[src/rtl/sdfs_pkg.sv]
package sdfs_pkg;

  // Display character codes; values above 9 are the non-digit symbols.
  localparam logic [3:0] DISP_NO_POWER  = 4'h0;
  localparam logic [3:0] DISP_HEALTHY   = 4'h1;
  localparam logic [3:0] DISP_RESOLVER  = 4'h2;
  localparam logic [3:0] DISP_TEMP      = 4'h3;
  localparam logic [3:0] DISP_OVERSPEED = 4'h4;
  localparam logic [3:0] DISP_MAX_CURR  = 4'h6;
  localparam logic [3:0] DISP_RMS_CURR  = 4'h7;
  localparam logic [3:0] DISP_BUS_OV    = 4'h8;
  localparam logic [3:0] DISP_MOTOR_TMP = 4'h9;
  localparam logic [3:0] DISP_DOT_CPU   = 4'hA;
  localparam logic [3:0] DISP_BACKUP_F  = 4'hB;
  localparam logic [3:0] DISP_RECOVERY  = 4'hC;

  // Temperature thresholds in whole degrees Celsius.
  localparam logic [7:0] HS_REDUCE_C  = 8'h55;
  localparam logic [7:0] HS_STOP_C    = 8'h6E;
  localparam logic [7:0] AMBIENT_C    = 8'h3C;

  // Ratios in 1/1024 fixed point: 0.9, 1.15, 1.30.
  localparam logic [11:0] K_RMS_LIMIT = 12'h39A;
  localparam logic [11:0] K_OVERSPEED = 12'h49A;
  localparam logic [11:0] K_MAX_CURR  = 12'h533;
  localparam int          K_SHIFT     = 10;

  // First-order filter shift and brake reduction ratio (0.5).
  localparam int          TAU_SHIFT_DEF = 12;
  localparam logic [11:0] K_BRAKE       = 12'h200;

  // Slow flash half period: 250 ms at 125 MHz.
  localparam int FLASH_MS      = 250;
  localparam int CLK_MHZ       = 125;
  localparam int FLASH_CYCLES  = FLASH_MS * 1000 * CLK_MHZ;

  localparam logic [13:0] MARKS_MAX   = 14'h3FFF;
  localparam logic [15:0] AOUT_RESET  = 16'h0000;

  typedef struct packed {
    logic [15:0] curr_abs;
    logic [15:0] speed_abs;
    logic [7:0]  heatsink_c;
    logic [7:0]  ambient_c;
  } sdfs_meas_s;

  typedef struct packed {
    logic        rms_stop_strategy;
    logic        motor_sensor_en;
    logic        brake_reduce_en;
    logic [15:0] standstill_curr;
    logic [15:0] pulse_curr;
    logic [15:0] max_speed;
  } sdfs_cfg_s;

  typedef enum logic [2:0] {
    SDFS_ST_IDLE  = 3'b001,
    SDFS_ST_RUN   = 3'b010,
    SDFS_ST_FAULT = 3'b100
  } sdfs_state_e;

endpackage : sdfs_pkg

[src/rtl/sdfs_supervisor.sv]
`timescale 1ns/1ps
module sdfs_supervisor (
  input  wire logic                  core_clk,
  input  wire logic                  rst,
  input  wire sdfs_pkg::sdfs_meas_s  meas,
  input  wire sdfs_pkg::sdfs_cfg_s   cfg,
  input  wire logic [15:0]           rms_sample,
  input  wire logic [3:0]            tau_shift,
  input  wire logic                  drift_fault,
  input  wire logic                  resolver_absent,
  input  wire logic                  bus_overvolt,
  input  wire logic                  recovery_fault,
  input  wire logic                  cpu_fault,
  input  wire logic                  backup_fault,
  input  wire logic                  power_present,
  input  wire logic                  online,
  input  wire logic [4:0]            pin_in,
  input  wire logic [4:0]            force_en,
  input  wire logic [4:0]            force_val,
  input  wire logic [1:0]            aout_use_const,
  input  wire logic [15:0]           aout_const0,
  input  wire logic [15:0]           aout_const1,
  input  wire logic [15:0]           aout_var0,
  input  wire logic [15:0]           aout_var1,
  input  wire logic [13:0]           marks_cfg,
  input  wire logic                  marks_load,
  input  wire logic                  zero_teach,
  input  wire logic [15:0]           position,
  output logic                       drive_healthy_out,
  output logic [3:0]                 disp_code,
  output logic                       disp_blank,
  output logic [15:0]                curr_limit,
  output logic                       torque_enable,
  output logic                       fwd_motion_ok,
  output logic                       rev_motion_ok,
  output logic [15:0]                aout0,
  output logic [15:0]                aout1,
  output logic [13:0]                enc_marks,
  output logic [15:0]                enc_zero_pos
);

  // Pin bits: 0 torque release, 1 fwd_rotation_permit, 2 rev_rotation_permit,
  // 3 motor thermal sensor, 4 brake closed.
  logic [4:0]  pin_s1_q;
  logic [4:0]  pin_s2_q;
  logic [4:0]  din;
  logic [31:0] rms_filt_q;
  logic [31:0] rms_filt_d;
  logic [27:0] lim_rms;
  logic [27:0] lim_speed;
  logic [27:0] lim_curr;
  logic [27:0] lim_brake;
  logic        rms_over;
  logic        hs_reduce;
  logic        stop_now;
  logic [3:0]  stop_code;
  logic [3:0]  fault_code_q;
  logic [31:0] flash_cnt_q;
  logic        flash_q;
  logic [15:0] limit_d;
  logic        run_ok;
  sdfs_pkg::sdfs_state_e state_q;

  // Pins come from another domain; two flops keep metastability out of the fault logic.
  always_ff @(posedge core_clk) begin
    if (rst) begin
      pin_s1_q <= '0;
      pin_s2_q <= '0;
    end else begin
      pin_s1_q <= pin_in;
      pin_s2_q <= pin_s1_q;
    end
  end

  // Forced bits bypass the synchroniser, so an override acts two edges before a pin would.
  assign din = (force_en & force_val) | (~force_en & pin_s2_q);

  // Slow filter tracks the rms sample; a shift stands in for the time constant.
  always_comb begin
    rms_filt_d = rms_filt_q + ({rms_sample, 16'h0000} >> tau_shift)
                 - (rms_filt_q >> tau_shift);
  end

  always_ff @(posedge core_clk) begin
    if (rst) begin
      rms_filt_q <= '0;
    end else begin
      rms_filt_q <= rms_filt_d;
    end
  end

  assign rms_over  = rms_filt_q[31:16] > cfg.standstill_curr;
  // Ratios are 1/1024 fixed point; 28-bit products keep every bit before the shift.
  assign lim_rms   = (28'(cfg.standstill_curr) * 28'(sdfs_pkg::K_RMS_LIMIT))
                     >> sdfs_pkg::K_SHIFT;
  assign lim_brake = (28'(cfg.pulse_curr) * 28'(sdfs_pkg::K_BRAKE)) >> sdfs_pkg::K_SHIFT;
  assign lim_speed = (28'(cfg.max_speed) * 28'(sdfs_pkg::K_OVERSPEED)) >> sdfs_pkg::K_SHIFT;
  assign lim_curr  = (28'(cfg.pulse_curr) * 28'(sdfs_pkg::K_MAX_CURR)) >> sdfs_pkg::K_SHIFT;
  assign hs_reduce = meas.heatsink_c >= sdfs_pkg::HS_REDUCE_C;

  // Stop-class detection in display priority order.
  always_comb begin
    stop_now  = 1'b1;
    stop_code = sdfs_pkg::DISP_NO_POWER;
    if (cpu_fault) begin
      stop_code = sdfs_pkg::DISP_DOT_CPU;
    end else if (backup_fault) begin
      stop_code = sdfs_pkg::DISP_BACKUP_F;
    end else if (28'(meas.curr_abs) > lim_curr || drift_fault) begin
      stop_code = sdfs_pkg::DISP_MAX_CURR;
    end else if (meas.heatsink_c >= sdfs_pkg::HS_STOP_C
                 || meas.ambient_c > sdfs_pkg::AMBIENT_C) begin
      stop_code = sdfs_pkg::DISP_TEMP;
    end else if (resolver_absent) begin
      stop_code = sdfs_pkg::DISP_RESOLVER;
    end else if (28'(meas.speed_abs) > lim_speed) begin
      stop_code = sdfs_pkg::DISP_OVERSPEED;
    end else if (bus_overvolt) begin
      stop_code = sdfs_pkg::DISP_BUS_OV;
    end else if (recovery_fault) begin
      stop_code = sdfs_pkg::DISP_RECOVERY;
    end else if (cfg.motor_sensor_en && din[3]) begin
      stop_code = sdfs_pkg::DISP_MOTOR_TMP;
    end else if (rms_over && cfg.rms_stop_strategy) begin
      stop_code = sdfs_pkg::DISP_RMS_CURR;
    end else begin
      stop_now = 1'b0;
    end
  end

  // Only a system reset leaves the fault state.
  // Later faults are ignored once latched, so the first cause stays on show.
  always_ff @(posedge core_clk) begin
    if (rst) begin
      state_q      <= sdfs_pkg::SDFS_ST_IDLE;
      fault_code_q <= sdfs_pkg::DISP_NO_POWER;
    end else begin
      case (state_q)
        sdfs_pkg::SDFS_ST_IDLE, sdfs_pkg::SDFS_ST_RUN: begin
          if (stop_now) begin
            state_q      <= sdfs_pkg::SDFS_ST_FAULT;
            fault_code_q <= stop_code;
          end else if (power_present) begin
            state_q <= sdfs_pkg::SDFS_ST_RUN;
          end else begin
            state_q <= sdfs_pkg::SDFS_ST_IDLE;
          end
        end
        sdfs_pkg::SDFS_ST_FAULT: begin
          state_q <= sdfs_pkg::SDFS_ST_FAULT;
        end
        default: begin
          // An illegal state code is treated as a fault and held until reset.
          state_q <= sdfs_pkg::SDFS_ST_FAULT;
        end
      endcase
    end
  end

  // Free-running phase shared by both blinking codes; far too slow to see in a short run.
  always_ff @(posedge core_clk) begin
    if (rst) begin
      flash_cnt_q <= '0;
      flash_q     <= 1'b0;
    end else if (flash_cnt_q == 32'(sdfs_pkg::FLASH_CYCLES - 1)) begin
      flash_cnt_q <= '0;
      flash_q     <= ~flash_q;
    end else begin
      flash_cnt_q <= flash_cnt_q + 32'h0000_0001;
    end
  end

  // A stop condition drops the outputs in the cycle it is seen, so a drive that
  // leaves reset with a fault present never pulses healthy high, unless it is the motor sensor pin, which reaches the logic two cycles late,
  // or the rms stop, which waits for the filter to climb over standstill_curr.
  always_ff @(posedge core_clk) begin
    if (rst) begin
      drive_healthy_out <= 1'b0;
    end else if (state_q == sdfs_pkg::SDFS_ST_FAULT || stop_now) begin
      drive_healthy_out <= 1'b0;
    end else begin
      drive_healthy_out <= 1'b1;
    end
  end

  // The rms reduction code wins over the heatsink code when both are active.
  always_ff @(posedge core_clk) begin
    if (rst) begin
      disp_code <= sdfs_pkg::DISP_NO_POWER;
    end else if (state_q == sdfs_pkg::SDFS_ST_FAULT) begin
      disp_code <= fault_code_q;
    end else if (stop_now) begin
      disp_code <= stop_code;
    end else if (rms_over && !cfg.rms_stop_strategy) begin
      disp_code <= sdfs_pkg::DISP_RMS_CURR;
    end else if (hs_reduce) begin
      disp_code <= sdfs_pkg::DISP_TEMP;
    end else if (power_present) begin
      disp_code <= sdfs_pkg::DISP_HEALTHY;
    end else begin
      disp_code <= sdfs_pkg::DISP_NO_POWER;
    end
  end

  // Fault codes stand steady; only the two reduction states blink.
  always_ff @(posedge core_clk) begin
    if (rst) begin
      disp_blank <= 1'b0;
    end else if (state_q == sdfs_pkg::SDFS_ST_FAULT || stop_now) begin
      disp_blank <= 1'b0;
    end else if (rms_over && !cfg.rms_stop_strategy) begin
      disp_blank <= flash_q;
    end else if (hs_reduce) begin
      disp_blank <= flash_q;
    end else begin
      disp_blank <= 1'b0;
    end
  end

  // Current limit: lowest of the rms and brake reductions; the heatsink halves the limit left after the rms step.
  // Halving at the heatsink is a coarse stand-in for a progressive reduction.
  always_comb begin
    limit_d = cfg.pulse_curr;
    if (rms_over && !cfg.rms_stop_strategy && lim_rms[15:0] < limit_d) begin
      limit_d = lim_rms[15:0];
    end
    if (hs_reduce) begin
      limit_d = limit_d >> 1;
    end
    if (cfg.brake_reduce_en && din[4] && lim_brake[15:0] < limit_d) begin
      limit_d = lim_brake[15:0];
    end
  end

  // Current and torque are released only in RUN with no stop condition pending.
  assign run_ok = (state_q == sdfs_pkg::SDFS_ST_RUN) && !stop_now;

  always_ff @(posedge core_clk) begin
    if (rst) begin
      curr_limit    <= '0;
      torque_enable <= 1'b0;
      fwd_motion_ok <= 1'b0;
      rev_motion_ok <= 1'b0;
    end else begin
      curr_limit    <= run_ok ? limit_d : 16'h0000;
      torque_enable <= din[0] && run_ok;
      fwd_motion_ok <= din[1];
      rev_motion_ok <= din[2];
    end
  end

  // Each output picks its source every cycle; scaling to volts lies in the converter.
  always_ff @(posedge core_clk) begin
    if (rst) begin
      aout0 <= sdfs_pkg::AOUT_RESET;
      aout1 <= sdfs_pkg::AOUT_RESET;
    end else begin
      aout0 <= aout_use_const[0] ? aout_const0 : aout_var0;
      aout1 <= aout_use_const[1] ? aout_const1 : aout_var1;
    end
  end

  // Marks value is stored as count minus one, so 1..16384 fits 14 bits.
  always_ff @(posedge core_clk) begin
    if (rst) begin
      enc_marks    <= sdfs_pkg::MARKS_MAX;
      enc_zero_pos <= '0;
    end else begin
      if (marks_load && !online) begin
        enc_marks <= marks_cfg;
      end
      if (zero_teach && online) begin
        enc_zero_pos <= position;
      end
    end
  end

endmodule : sdfs_supervisor

[config.mk]
export PLATFORM = sky130hd
export DESIGN_NAME = sdfs_supervisor
export DESIGN_NICKNAME = d
export VERILOG_FILES = /design/src/rtl/sdfs_pkg.sv /design/src/rtl/sdfs_supervisor.sv
export SDC_FILE = /design/constraint.sdc
export NUM_CORES = 1
export LEC_CHECK = 0
export ABC_AREA = 1
export BUFFER_PORTS_ARGS = -buffer_cell sky130_fd_sc_hd__buf_2
export CORE_ASPECT_RATIO = 0.75
export CORE_MARGIN = 2
export CORE_UTILIZATION = 59
export DETAILED_ROUTE_END_ITERATION = 8
export HOLD_SLACK_MARGIN = 0.1
export PLACE_DENSITY = 0.86
export REMOVE_ABC_BUFFERS = 1
export SLEW_MARGIN = 20
export SYNTH_ARGS = -nofsm -noshare
export SYNTH_HDL_FRONTEND = slang
export SYNTH_SLANG_ARGS = --single-unit
[constraint.sdc]
create_clock -name core_clk -period 8.2 [get_ports core_clk]
set_input_delay 0.41 -clock core_clk [delete_from_list [all_inputs] [get_ports core_clk]]
set_output_delay 0.41 -clock core_clk [all_outputs]
set_load 0.02 [all_outputs]
==> results_dict.tcl <==
set metrics [dict create \
    viasPerCell 5.50 \
    clock-sinks 169 \
    grtUsageMet3 0.0679 \
    tritoncts "yes" \
    synth-edff-count 0 \
    busiest_layer "met2" \
    core-area_mm2 0.0346 \
    total_power_mw 7.05 \
    start_util 0.598 \
    overflow 0 \
    switching_share 0.519 \
    crit_slowest_cell "fa_1" \
    clock_power_share 0.118 \
    grt_max_degree 74 \
    area_delta_synth_final_pct 12.7 \
    layout_commonest_cell "nand2_1" \
    crit_type "primary input to flip-flop" \
    dpl.hpwl_um 45000 \
    tightest_slew_ps 940 \
    power_frac_seq 0.145 \
    place_congestion 0.940 \
    htreeDepth 4 \
    power_switching_mw 3.66 \
    drive_above_1_share 0.134 \
    critPathLaunchType "primary input" \
    finalNetCount 3821 \
    yosys_most_used_dff "dfxtp_1" \
    io_pins 329 \
    grt_use_met2 0.467 \
    combPwrFrac 0.737 \
    clock_skew_ps 22.2 \
    crit_family "adder cells" \
    grt_pass1_wl_um 89000 \
    antenna_found_initial 4 \
    drv_cap 0 \
    finalCritPeriodShare 0.915 \
    layout_common_cells "nand2_1 (485), inv_1 (468), ha_1 (355)" \
    synth_warnings 0 \
    via_count 19500 \
    reg2reg_from "rms_filt_q[13]" \
    die_w_um 220 \
    wire_per_inst_um 15.1 \
    clock_latency_ps 450 \
    postCtsHoldBufs 0 \
    io_buffers 328 \
    setup-tns-final_ps 0 \
    die_area_mm2 0.0366 \
    async_reset_ff_frac 0 \
    die_y_um 166 \
    finalSetupViolCount 0 \
    crit_fanout 19 \
    relSlewSlack 0.371 \
    worstPathBufferInverterCount 8 \
    rows 59 \
    ys_types 54 \
    clk_path_buf_depth 2 \
    fillCellCount 2841 \
    worstSetupStartpoint "cfg[35]" \
    avgSynthCellArea_um2 7.44 \
    seq_area_frac_synth 0.163 \
    ir_worst_vdd_mv 0.203 \
    cts_setup_buffers 0 \
    power_density_mw_per_mm2 302 \
    hold_path.class "primary input to flip-flop" \
    crit_required_ps 8530 \
    root_buffer "clkbuf_16" \
    hold_start "force_en[2]" \
    cts_resized 0 \
    min_period_ps 7500 \
    drt_pre_antenna_iters 6 \
    groute.layer.met1.usage 0.411 \
    leakage_nw 12.4 \
    cts_buffers 17 \
    status "complete, no violations" \
    max_freq_mhz 133 \
    drc 0 \
    syn-instance-count 2780 \
    drtIter0Drc 1705 \
    wirelength_um 53600 \
    slowest_delay_ps 550 \
    ant_nets 0 \
    grt_usage 0.296 \
    synth_area_mm2 0.0207 \
    cp-end-kind "flip-flop" \
    maxSlewViolCount 0 \
    cp.arrival_ps 7830 \
    synth-seq-cells 169 \
    hold_violations 0 \
    rsz0062_at_grt "no" \
    clk_pin_slew_ps 70 \
    p_int_mw 3.39 \
    grt_pass1_vias 18900 \
    path_common_cell "inv_1" \
]
[power groups by stage]
stage          clock (mW)  sequential, mW  combinational [mW]
4_1_cts             0.852            1.02                5.12
3_3_place_gp            0            1.03                4.83
6_report            0.833            1.02                5.20
5_1_grt             0.879            1.03                5.95
3_5_place_dp            0            1.04                5.08
2_1_floorplan           0            1.03                3.87
[routing by layer]
layer	up-vias	share of wire
met5	-	0.00030
met4	2	0.019
met3	88	0.088
met2	768	0.45
met1	8986	0.44
li1	9621	-
[registers in the layout, indices dropped and copies added (netlist names), 3 cells and up]
register / flops
aout0: 16
aout1: 16
curr_limit: 16
disp_code: 4
enc_marks: 14
enc_zero_pos: 16
fault_code_q: 4
flash_cnt_q: 32
pin_s1_q: 5
pin_s2_q: 5
rms_filt_q: 32
state_q: 3
[worst paths after layout]
kind | cells past startpoint | end | slack, ps
worst max-delay path | 37 | curr_limit[3] | 700
worst min-delay path | 2 | rev_motion_ok | 150
worst max register to register | 23 | rms_filt_q[30] | 3410
worst min register to register | 2 | pin_s2_q[1] | 400
[per-stage QoR]
stage | util | area, um^2 | setup WS [ps] | hold slack [ps] | std cells
after floorplan | - | 20400 | 1340 | 388 | 2711
after global placement | 0.656 | 22700 | 642 | 389 | 3504
after detailed placement | 0.656 | 22700 | 344 | 399 | 3504
after CTS | 0.673 | 23300 | 807 | 130 | 3536
after global routing | 0.674 | 23300 | 58.7 | 144 | 3539
final | 0.674 | 23300 | 698 | 151 | 3540
[logic make-up (layout without fill, tap and decap cells)]
logic type,count (synthesis),after routing,share of synthesized area
DFF,169,169,0.163
adders and majority gates,513,513,0.367
muxes,26,26,0.0126
and+or+nand+nor,935,935,0.192
other,0,4,0
AOI/OAI and AO/OA,530,530,0.140
xor gates and xnor gates,58,58,0.0245
buffers and inverters,549,848,0.100
[cell usage after synthesis, drive strengths merged, types with 6 or more instances]
master  number  area (um^2)
inv        476         1790
nand4       15         93.8
nand3      105          551
fa         158         3160
a211oi       7         52.6
o211ai      11         82.6
dfxtp      169         3380
nor4        14         87.6
a21o        11         82.6
xor2        41          359
buf         15         67.6
a31oi       12         75.1
a21oi      175          880
ha         355         4440
mux2i       26          260
clkbuf      54          203
o21bai       9         71.3
o21a        22          165
nor3b        6         50.1
o21ai      258         1290
xnor2       17          149
nor2       262         1030
a21boi       9         67.6
nor3        26          169
nand2      493         1880
[final cells by class]
| class | instances | area (um^2) | share of cell area |
|---|---|---|---|
| well taps | 457 | 572 | 0.0245 |
| inverters | 480 | 1800 | 0.0773 |
| repair buffers | 336 | 1700 | 0.0730 |
| clock buffers | 18 | 429 | 0.0184 |
| flip-flops and latches | 169 | 3380 | 0.145 |
| clock inverters | 14 | 178 | 0.00762 |
| multi-input cells | 2062 | 15200 | 0.654 |
| diodes | 4 | 10.0 | 0.000429 |
Power figures use the tool's default switching activity.
